**src/rtl/emb_pkg.sv**
```systemverilog
package emb_pkg;
	localparam int EMB_AW = 16;
	localparam int EMB_DW = 16;
	localparam int EMB_BYTE = 8;
	// Byte addresses of the register words.
	localparam logic [11:0] EMB_SETUP_OFS = 12'h000;
	localparam logic [11:0] EMB_MUXDIR_OFS = 12'h004;
	localparam logic [11:0] EMB_MUXOUT_OFS = 12'h008;
	localparam logic [11:0] EMB_ADRDIR_OFS = 12'h00c;
	localparam logic [11:0] EMB_ADROUT_OFS = 12'h010;
	localparam logic [11:0] EMB_STATUS_OFS = 12'h014;
	localparam logic [11:0] EMB_RDDATA_OFS = 12'h018;
	// Setup register field positions.
	localparam int EMB_CFG_STORE = 0;
	localparam int EMB_CFG_MUX = 1;
	localparam int EMB_CFG_WIDE = 2;
	localparam int EMB_CFG_BUS = 3;
	localparam logic [3:0] EMB_SETUP_RST = 4'h0;
	localparam logic [1:0] EMB_RESP_OK = 2'h0;
	localparam logic [1:0] EMB_RESP_ERR = 2'h2;
	// Cycles a read waits after its strobe until the pin data has crossed the input synchroniser.
	localparam logic [1:0] EMB_RD_LAG = 2'h2;

	typedef struct packed {
		logic write;
		logic [1:0] be;
		logic [EMB_AW-1:0] addr;
		logic [EMB_DW-1:0] wdata;
	} emb_req_s;

	// Members run from bit 3 down to bit 0, matching the setup register field positions.
	typedef struct packed {
		logic bus_on;
		logic wide;
		logic multiplexed;
		logic store_low;
	} emb_cfg_s;

	typedef enum logic [4:0] {
		EMB_IDLE = 5'h01,
		EMB_ADDR = 5'h02,
		EMB_HOLD = 5'h04,
		EMB_DATA = 5'h08,
		EMB_DONE = 5'h10
	} emb_state_e;
endpackage : emb_pkg

```
**src/rtl/emb_bus.sv**
```systemverilog
`timescale 1ns/100ps
// Summary of operation
// - The read strobe is active for the single strobe-phase cycle of every external read access.
// - With full-width strobe mode the write strobe is active on every external write.
// - With low-byte mode the pin strobes only low-byte writes on a 16-bit bus and all on 8-bit.
// - A configuration bit in the setup register selects full-width or low-byte strobe mode.
// - In multiplexed modes an address latch pulse is driven for external latches to use.
// - A low fetch-select pin at and after reset makes code fetches go to external memory.
// - A high fetch-select pin makes code execute from internal program memory.
// - Demultiplexed mode puts only data on the muxed port, high half only on a 16-bit path.
// - Multiplexed mode puts the address and then the data on the muxed port lines.
// - Demultiplexed mode drives the full 16-bit address on the address port.
// - After a switch to multiplexed mode the address port keeps driving the address.
// - Each pin group is two byte ports with a per-pin direction bit when not used by the bus.
// - A pin set as input has its output driver off.
// - A separate pin is high byte enable in full-width mode and high byte strobe otherwise.
module emb_bus
	import emb_pkg::*;
(
	input wire logic clk_i,
	input wire logic sys_rst_i,
	input wire logic [11:0] s_awaddr_i,
	input wire logic s_awvalid_i,
	output logic s_awready_o,
	input wire logic [31:0] s_wdata_i,
	input wire logic [3:0] s_wstrb_i,
	input wire logic s_wvalid_i,
	output logic s_wready_o,
	output logic [1:0] s_bresp_o,
	output logic s_bvalid_o,
	input wire logic s_bready_i,
	input wire logic [11:0] s_araddr_i,
	input wire logic s_arvalid_i,
	output logic s_arready_o,
	output logic [31:0] s_rdata_o,
	output logic [1:0] s_rresp_o,
	output logic s_rvalid_o,
	input wire logic s_rready_i,
	input wire emb_req_s req_i,
	input wire logic req_fetch_i,
	input wire logic req_valid_i,
	output logic req_ready_o,
	output logic [EMB_DW-1:0] rsp_data_o,
	output logic rsp_valid_o,
	input wire logic rsp_ready_i,
	input wire logic external_fetch_select_n_i,
	output logic fetch_external_o,
	output logic read_strobe_n_o,
	output logic low_byte_store_pulse_n_o,
	output logic upper_byte_enable_n_o,
	output logic address_latch_o,
	input wire logic [EMB_DW-1:0] muxed_data_port_i,
	output logic [EMB_DW-1:0] muxed_data_port_o,
	output logic [EMB_DW-1:0] muxed_data_port_oe_o,
	input wire logic [EMB_AW-1:0] address_port_i,
	output logic [EMB_AW-1:0] address_port_o,
	output logic [EMB_AW-1:0] address_port_oe_o
);
	logic [1:0] sel_sync;
	logic [EMB_DW-1:0] mux_s1, mux_s2, adr_s1, adr_s2;
	logic fetch_ext, strap_pending, next_fetch_ext, next_strap_pending;
	emb_cfg_s cfg, next_cfg;
	logic was_demux, next_was_demux;
	logic [EMB_DW-1:0] mux_dir, next_mux_dir, mux_out, next_mux_out;
	logic [EMB_AW-1:0] adr_dir, next_adr_dir, adr_out, next_adr_out;
	logic aw_got, w_got, next_aw_got, next_w_got, bvalid, next_bvalid;
	logic [11:0] aw_addr, next_aw_addr;
	logic [31:0] w_data, next_w_data, rdata, next_rdata;
	logic [1:0] bresp, next_bresp, rresp, next_rresp;
	logic rvalid, next_rvalid;
	emb_state_e st, next_st;
	emb_req_s cur, next_cur;
	logic [EMB_DW-1:0] last_rd, next_last_rd;
	logic [EMB_DW-1:0] buf0, buf1, next_buf0, next_buf1;
	logic [1:0] cnt, next_cnt;
	logic push, pop;
	logic [1:0] lag, next_lag;
	logic [EMB_DW-1:0] rd_word;

	function automatic logic [31:0] reg_read(input logic [11:0] a);
		reg_read = 32'h0;
		unique case (a)
			EMB_SETUP_OFS: reg_read = {28'h0, cfg};
			EMB_MUXDIR_OFS: reg_read = {16'h0, mux_dir};
			EMB_MUXOUT_OFS: reg_read = {16'h0, mux_out};
			EMB_ADRDIR_OFS: reg_read = {16'h0, adr_dir};
			EMB_ADROUT_OFS: reg_read = {16'h0, adr_out};
			EMB_STATUS_OFS: reg_read = {30'h0, fetch_ext, st == EMB_IDLE};
			EMB_RDDATA_OFS: reg_read = {16'h0, last_rd};
			default: reg_read = 32'h0;
		endcase
	endfunction : reg_read

	function automatic logic mapped(input logic [11:0] a);
		mapped = (a <= EMB_RDDATA_OFS) && (a[1:0] == 2'h0);
	endfunction : mapped

	// Pin inputs pass two flops before any logic reads them.
	always_ff @(posedge clk_i) begin
		sel_sync <= {sel_sync[0], external_fetch_select_n_i};
		mux_s1 <= muxed_data_port_i;
		mux_s2 <= mux_s1;
		adr_s1 <= address_port_i;
		adr_s2 <= adr_s1;
	end

	// The fetch-select level is caught on the first clocked cycle after reset release.
	always_comb begin
		next_fetch_ext = fetch_ext;
		next_strap_pending = 1'b0;
		if (strap_pending) begin
			next_fetch_ext = ~sel_sync[1];
		end
	end
	always_ff @(posedge clk_i) begin
		if (sys_rst_i) begin
			fetch_ext <= 1'b0;
			strap_pending <= 1'b1;
		end else begin
			fetch_ext <= next_fetch_ext;
			strap_pending <= next_strap_pending;
		end
	end
	assign fetch_external_o = fetch_ext;

	assign s_awready_o = ~aw_got & ~bvalid;
	assign s_wready_o = ~w_got & ~bvalid;
	assign s_arready_o = ~rvalid;
	always_comb begin
		next_aw_got = aw_got;
		next_w_got = w_got;
		next_aw_addr = aw_addr;
		next_w_data = w_data;
		next_bvalid = bvalid;
		next_bresp = bresp;
		next_rvalid = rvalid;
		next_rdata = rdata;
		next_rresp = rresp;
		next_cfg = cfg;
		next_mux_dir = mux_dir;
		next_mux_out = mux_out;
		next_adr_dir = adr_dir;
		next_adr_out = adr_out;
		next_was_demux = was_demux;
		if (s_awvalid_i && s_awready_o) begin
			next_aw_got = 1'b1;
			next_aw_addr = s_awaddr_i;
		end
		if (s_wvalid_i && s_wready_o) begin
			next_w_got = 1'b1;
			next_w_data = s_wdata_i;
		end
		if (aw_got && w_got) begin
			next_aw_got = 1'b0;
			next_w_got = 1'b0;
			next_bvalid = 1'b1;
			next_bresp = mapped(aw_addr) ? EMB_RESP_OK : EMB_RESP_ERR;
			unique case (aw_addr)
				EMB_SETUP_OFS: begin
					next_cfg = emb_cfg_s'(w_data[3:0]);
					if (!w_data[EMB_CFG_MUX]) begin
						next_was_demux = w_data[EMB_CFG_BUS];
					end
				end
				EMB_MUXDIR_OFS: next_mux_dir = w_data[15:0];
				EMB_MUXOUT_OFS: next_mux_out = w_data[15:0];
				EMB_ADRDIR_OFS: next_adr_dir = w_data[15:0];
				EMB_ADROUT_OFS: next_adr_out = w_data[15:0];
				default: next_bresp = mapped(aw_addr) ? EMB_RESP_OK : EMB_RESP_ERR;
			endcase
		end
		if (bvalid && s_bready_i) begin
			next_bvalid = 1'b0;
		end
		if (s_arvalid_i && s_arready_o) begin
			next_rvalid = 1'b1;
			next_rdata = reg_read(s_araddr_i);
			next_rresp = mapped(s_araddr_i) ? EMB_RESP_OK : EMB_RESP_ERR;
		end else if (rvalid && s_rready_i) begin
			next_rvalid = 1'b0;
		end
	end
	always_ff @(posedge clk_i) begin
		if (sys_rst_i) begin
			aw_got <= 1'b0;
			w_got <= 1'b0;
			aw_addr <= 12'h0;
			w_data <= 32'h0;
			bvalid <= 1'b0;
			bresp <= EMB_RESP_OK;
			rvalid <= 1'b0;
			rdata <= 32'h0;
			rresp <= EMB_RESP_OK;
			cfg <= emb_cfg_s'(EMB_SETUP_RST);
			mux_dir <= 16'h0;
			mux_out <= 16'h0;
			adr_dir <= 16'h0;
			adr_out <= 16'h0;
			was_demux <= 1'b0;
		end else begin
			aw_got <= next_aw_got;
			w_got <= next_w_got;
			aw_addr <= next_aw_addr;
			w_data <= next_w_data;
			bvalid <= next_bvalid;
			bresp <= next_bresp;
			rvalid <= next_rvalid;
			rdata <= next_rdata;
			rresp <= next_rresp;
			cfg <= next_cfg;
			mux_dir <= next_mux_dir;
			mux_out <= next_mux_out;
			adr_dir <= next_adr_dir;
			adr_out <= next_adr_out;
			was_demux <= next_was_demux;
		end
	end
	assign s_bvalid_o = bvalid;
	assign s_bresp_o = bresp;
	assign s_rvalid_o = rvalid;
	assign s_rdata_o = rdata;
	assign s_rresp_o = rresp;

	// Access sequencer: address phase, latch hold, strobe phase, completion.
	assign req_ready_o = (st == EMB_IDLE) && cfg.bus_on && (cnt < 2'h2);
	assign push = (st == EMB_DONE) && !cur.write && (lag == EMB_RD_LAG);
	assign rd_word = cfg.wide ? mux_s2 : {8'h0, mux_s2[7:0]};
	always_comb begin
		next_st = st;
		next_cur = cur;
		next_last_rd = last_rd;
		next_lag = lag;
		unique case (st)
			EMB_IDLE: begin
				if (req_valid_i && req_ready_o) begin
					next_cur = req_i;
					next_cur.write = req_i.write & ~req_fetch_i;
					next_st = cfg.multiplexed ? EMB_ADDR : EMB_DATA;
				end
			end
			EMB_ADDR: next_st = EMB_HOLD;
			EMB_HOLD: next_st = EMB_DATA;
			EMB_DATA: begin
				next_st = EMB_DONE;
				next_lag = 2'h0;
			end
			EMB_DONE: begin
				// A read waits until the strobe-cycle pin data leaves the second flop.
				if (cur.write || (lag == EMB_RD_LAG)) begin
					next_st = EMB_IDLE;
				end else begin
					next_lag = 2'(lag + 2'h1);
				end
				if (push) begin
					next_last_rd = rd_word;
				end
			end
		endcase
	end
	always_ff @(posedge clk_i) begin
		if (sys_rst_i) begin
			st <= EMB_IDLE;
			cur <= '0;
			last_rd <= 16'h0;
			lag <= 2'h0;
		end else begin
			st <= next_st;
			cur <= next_cur;
			last_rd <= next_last_rd;
			lag <= next_lag;
		end
	end

	// Two-entry read data buffer; the sequencer stalls while it holds two words.
	assign pop = rsp_valid_o && rsp_ready_i;
	always_comb begin
		next_buf0 = buf0;
		next_buf1 = buf1;
		next_cnt = cnt;
		if (pop) begin
			next_buf0 = buf1;
			next_cnt = 2'(cnt - 2'h1);
		end
		if (push) begin
			if (next_cnt == 2'h0) next_buf0 = rd_word;
			else next_buf1 = rd_word;
			next_cnt = 2'(next_cnt + 2'h1);
		end
	end
	always_ff @(posedge clk_i) begin
		if (sys_rst_i) begin
			buf0 <= 16'h0;
			buf1 <= 16'h0;
			cnt <= 2'h0;
		end else begin
			buf0 <= next_buf0;
			buf1 <= next_buf1;
			cnt <= next_cnt;
		end
	end
	assign rsp_valid_o = cnt != 2'h0;
	assign rsp_data_o = buf0;

	// Pin drive, registered from the sequencer state.
	logic in_acc, data_ph, addr_ph;
	assign in_acc = (st != EMB_IDLE) && (st != EMB_DONE);
	assign addr_ph = (st == EMB_ADDR) || (st == EMB_HOLD);
	assign data_ph = st == EMB_DATA;
	always_ff @(posedge clk_i) begin
		if (sys_rst_i) begin
			read_strobe_n_o <= 1'b1;
			low_byte_store_pulse_n_o <= 1'b1;
			upper_byte_enable_n_o <= 1'b1;
			address_latch_o <= 1'b0;
			muxed_data_port_o <= 16'h0;
			muxed_data_port_oe_o <= 16'h0;
			address_port_o <= 16'h0;
			address_port_oe_o <= 16'h0;
		end else begin
			read_strobe_n_o <= ~(data_ph & ~cur.write);
			address_latch_o <= cfg.multiplexed && (st == EMB_ADDR);
			if (!cfg.store_low) begin
				low_byte_store_pulse_n_o <= ~(data_ph & cur.write);
				upper_byte_enable_n_o <= ~(in_acc & cfg.wide & cur.be[1]);
			end else begin
				low_byte_store_pulse_n_o <= ~(data_ph & cur.write &
					(cur.be[0] | ~cfg.wide));
				upper_byte_enable_n_o <= ~(data_ph & cur.write & cfg.wide & cur.be[1]);
			end
			if (in_acc && addr_ph) begin
				muxed_data_port_o <= cur.addr;
				muxed_data_port_oe_o <= 16'hffff;
			end else if (in_acc && cur.write) begin
				muxed_data_port_o <= cfg.wide ? cur.wdata : {mux_out[15:8], cur.wdata[7:0]};
				muxed_data_port_oe_o <= cfg.wide ? 16'hffff : {mux_dir[15:8], 8'hff};
			end else if (in_acc || (cfg.bus_on && cfg.wide)) begin
				muxed_data_port_o <= mux_out;
				muxed_data_port_oe_o <= cfg.wide ? 16'h0 : {mux_dir[15:8], 8'h0};
			end else begin
				muxed_data_port_o <= mux_out;
				muxed_data_port_oe_o <= cfg.bus_on ? {mux_dir[15:8], 8'h0} : mux_dir;
			end
			if (cfg.bus_on && (!cfg.multiplexed || was_demux)) begin
				address_port_o <= cur.addr;
				address_port_oe_o <= 16'hffff;
			end else begin
				address_port_o <= adr_out;
				address_port_oe_o <= adr_dir;
			end
		end
	end

	strobe_read_a: assert property (@(posedge clk_i) disable iff (sys_rst_i)
		(st == EMB_DATA && !cur.write) |=> !read_strobe_n_o)
		else $error("read strobe missing");
	strobe_full_a: assert property (@(posedge clk_i) disable iff (sys_rst_i)
		(st == EMB_DATA && cur.write && !cfg.store_low && $stable(cfg))
		|=> !low_byte_store_pulse_n_o)
		else $error("write strobe missing");
	strobe_lowonly_a: assert property (@(posedge clk_i) disable iff (sys_rst_i)
		(st == EMB_DATA && cfg.store_low && cfg.wide && !cur.be[0] && $stable(cfg))
		|=> low_byte_store_pulse_n_o)
		else $error("low strobe on high write");
	cfg_write_a: assert property (@(posedge clk_i) disable iff (sys_rst_i)
		(aw_got && w_got && aw_addr == EMB_SETUP_OFS)
		|=> cfg.store_low == $past(w_data[EMB_CFG_STORE]))
		else $error("setup not stored");
	latch_pulse_a: assert property (@(posedge clk_i) disable iff (sys_rst_i)
		(st == EMB_ADDR && cfg.multiplexed && $stable(cfg))
		|=> address_latch_o ##1 !address_latch_o)
		else $error("latch pulse wrong");
	fetch_strap_a: assert property (@(posedge clk_i) disable iff (sys_rst_i)
		strap_pending |=> fetch_ext == !$past(sel_sync[1]))
		else $error("fetch select wrong");
	mux_addr_a: assert property (@(posedge clk_i) disable iff (sys_rst_i)
		(st == EMB_ADDR) |=> muxed_data_port_o == cur.addr)
		else $error("address not on muxed port");
	addr_drive_a: assert property (@(posedge clk_i) disable iff (sys_rst_i)
		(cfg.bus_on && !cfg.multiplexed && $stable(cfg)) |=> address_port_oe_o == 16'hffff)
		else $error("address port not driven");
	hbe_full_a: assert property (@(posedge clk_i) disable iff (sys_rst_i)
		(st == EMB_IDLE && !cfg.store_low && $stable(cfg)) |=> upper_byte_enable_n_o)
		else $error("byte enable outside access");
	buf_cap_a: assert property (@(posedge clk_i) disable iff (sys_rst_i)
		cnt <= 2'h2)
		else $error("buffer overflow");
	read_mux_c: cover property (@(posedge clk_i) disable iff (sys_rst_i)
		st == EMB_ADDR ##2 (st == EMB_DATA && !cur.write));
	write_low_c: cover property (@(posedge clk_i) disable iff (sys_rst_i)
		st == EMB_DATA && cur.write && cfg.store_low);
	buf_full_c: cover property (@(posedge clk_i) disable iff (sys_rst_i) cnt == 2'h2);
endmodule : emb_bus

```
**config.mk**
```make
export PLATFORM = sky130hd
export DESIGN_NAME = emb_bus
export DESIGN_NICKNAME = d
export VERILOG_FILES = /design/src/rtl/emb_pkg.sv /design/src/rtl/emb_bus.sv
export SDC_FILE = /design/constraint.sdc
export NUM_CORES = 1
export LEC_CHECK = 0
export ABC_AREA = 1
export BUFFER_PORTS_ARGS = -buffer_cell sky130_fd_sc_hd__buf_4
export CORE_MARGIN = 2
export CORE_UTILIZATION = 57
export CTS_CLUSTER_SIZE = 24
export DETAILED_ROUTE_END_ITERATION = 6
export PLACE_DENSITY = 0.86
export SLEW_MARGIN = 20
export SYNTH_ARGS = -nofsm -noshare
export SYNTH_HDL_FRONTEND = slang
export SYNTH_SLANG_ARGS = --single-unit
```
**constraint.sdc**
```tcl
create_clock -name clk_i -period 4.9 [get_ports clk_i]
set_clock_uncertainty 0.05 [all_clocks]
set_input_delay 0 -clock clk_i [delete_from_list [all_inputs] [get_ports clk_i]]
set_output_delay 0 -clock clk_i [all_outputs]
set_load 0.005 [all_outputs]
```
==> metrics <==
Reg clk slew, reported paths=~0.070 ns; # diodes=0; synth cell count leaders=dfxtp_1, a21oi_1, o21ai_0; Detailed Route WL=36.7 mm; Mean Syn Cell Area=7.88 um^2; most frequent cell after synthesis=dfxtp_1; Initial Util=58.2%; final hold slack=0.0447 ns; largest net degree at the start of global routing=97; gr ovfl total=0; register area=6310 um^2; area of the multi-input gates=4420 um^2; Hold Path Class=in -> reg; H-tree depth=1; core area=20200 um^2; setup ws final=1.65 ns; CTS tree=built; Cells after DPL=roughly 1900; GRT Overall Usage=32.7%; DIE HEIGHT=roughly 150 um; fill count=1370; initial antenna violation count=0; # hold bufs at CTS=93; Clock Latency Late Sink=around 0.56 ns; Initial DRT Pass Iterations=6; die area=21800 um^2; non-filler instance count after layout=2043; area leader, netlist=dfxtp_1; Hold Path Origin=s_arvalid_i; Final Setup Violations=0; Power, Total=0.00568 W; FP Rows=52; r2r worst-path depth=11; Area contributors post-synth=dfxtp_1, a21oi_1, o21ai_0, inv_1, nor2_1; Highest Clock Rate=between 0.3 and 0.4 GHz; vias per cell=5.65; Biggest register=cur; fin. max-slew vios=0; PostCTS Resize Cnt=0; Placement Setup Slack=1.77 ns; share of cells above drive strength 1=about 17%; CTS Buf Count=30; PwrDens=369 nW/um^2; initial drt markers=between 1000 and 1500; ys flop type=dfxtp_1; crit path kind=reg -> reg; Netlist cell types=35; final net count=1891; crit end category=flip-flop; LEAKAGE=6.44 nW; vias after detailed routing=~12000; routability cong.=0.925; Max-slew headroom=23.2%; number of global-route vias before repair=11345; Worst Max-Slew Pin Slew=1.15 ns; Critical R2R Capture=buf1[8]; DIE WIDTH=148 um; CTS Sinks=315; Critical Path RT=~5.3 ns; Setup TNS=0 ns; Final min period=3.25 ns; first-pass GRT wire length=57.4 mm; Clock Tree Root=clkbuf_16; FF-to-FF Start=cnt[1]; Clock Path Buffers=3; WHS Endpoint=s_rdata_o[8]; Post-DP HPWL=22.0 mm; period utilization=66.4%; Ys Warns=0; worst vdd ir=0.000299 V; Max-cap violations=0; Largest register FFs=35; Routed WL per cell=18.0 um; Routed Antenna Nets=0; flop2flop setup slack=1.65 ns; EDFF count, synth=0; Crit Path Max Fanout=23; # DRC=0; sequential area share after synthesis=53.6%; Post-Syn Area=11800 um^2; Final Hold Fails=0; num ports=266; Synth top area share=53.6%; outcome=finished, final reports clean; synthesis-to-layout area growth=30.8%; Cells after Synth=1493; Critical Path Start Type=flip-flop; #FFs+latches synth=315; critical path data arrival time=3.62 ns; asr flop ratio synth=0%; hold path depth=4; post-CTS setup buffer count=0; IO Port Bufs=211; RSZ-0062 raised after global routing=no
## power by group
group	leakage, nW	switching (W)	total [W]	internal [W]
Sequential	2.56	0.0000537	0.00267	0.00262
Combinational	3.35	0.000240	0.000415	0.000175
Clock	0.537	0.00101	0.00259	0.00158
## per-layer routing
| layer | vias to the layer above | global-route usage, % | routed length, um |
|---|---|---|---|
| met5 | - | 0 | 0 |
| met4 | 0 | 19.4 | 2390 |
| met3 | 171 | 4.51 | 3080 |
| met2 | 647 | 56.7 | 18000 |
| met1 | 5309 | 38.7 | 13300 |
| li1 | 5407 | - | - |
## worst max path at each step
stage                      start  slack, ns  depth (start not counted)       end
final                     cnt[1]       1.65                         11   buf1[8]
after global routing      cnt[1]       1.39                         12   buf1[8]
after CTS                 cnt[1]       1.73                         11   buf1[9]
after detailed placement  cnt[1]       1.77                         11  buf1[14]
after global placement    cnt[1]       1.92                         12  buf1[11]
after floorplan           cnt[1]       2.46                         14   buf1[7]
## kinds of logic (layout without fill, tap and decap cells)
logic type      count (synthesis)  after routing  share of synthesized area, %
mux                             4              4                         0.340
xor+xnor                        1              1                        0.0744
compound gates                474            474                          21.1
simple gates                  419            419                          14.9
fa+ha+maj                       3              3                         0.319
buf+inv                       276            539                          9.65
other cells                     1             18                        0.0319
flops                         315            315                          53.6
## through the flow
stage               area (um^2)  utilization, %
floorplan                 11800               -
CTS                       15400            76.0
global route              15400            76.1
detailed placement        13300            65.9
global placement          13300            65.9
finish                    15400            76.1
## final cells by class
class	count	area share, %
Clock buffer	38	5.47
Inverter	173	4.23
Timing Repair Buffer	311	16.7
Clock inverter	17	1.76
Sequential cell	315	41.0
Tap cell	270	2.20
Multi-Input combinational cell	919	28.7
## worst max-delay path: stages, from the launching register on
cell and delay [ns]:
dfxtp_1 0.33, inv_1 0.07, ha_1 0.14, clkinv_1 0.26, nand2_1 0.73, xor2_1 0.30
ha_1 0.40, inv_1 0.09, nand2_2 0.23, inv_2 0.21, o21ai_1 0.23, a21oi_1 0.07
## placed cells by master (no fill, tap or decap), types with 2 or more instances in the layout
cell / synthesis / layout
clkinv_2: 0 / 7
nand2_1: 147 / 147
nand3_1: 102 / 98
inv_1: 167 / 166
mux2i_1: 4 / 4
nor3_1: 3 / 3
inv_2: 4 / 4
a31oi_1: 8 / 8
clkinv_1: 2 / 2
nand4_1: 4 / 4
buf_4: 21 / 218
clkbuf_8: 0 / 4
a21oi_1: 213 / 212
clkbuf_1: 62 / 3
o21ai_0: 207 / 207
nor2_1: 151 / 151
ha_1: 3 / 3
o311ai_0: 2 / 2
dlygate4sd3_1: 0 / 93
dfxtp_1: 315 / 315
nand3_2: 1 / 5
o21ai_1: 12 / 12
nor2_2: 7 / 7
clkinvlp_4: 0 / 4
conb_1: 1 / 18
clkbuf_16: 0 / 31
nand2_2: 2 / 2
a211oi_1: 25 / 25
bufinv_16: 0 / 7
(Power assumes the default switching activity.)
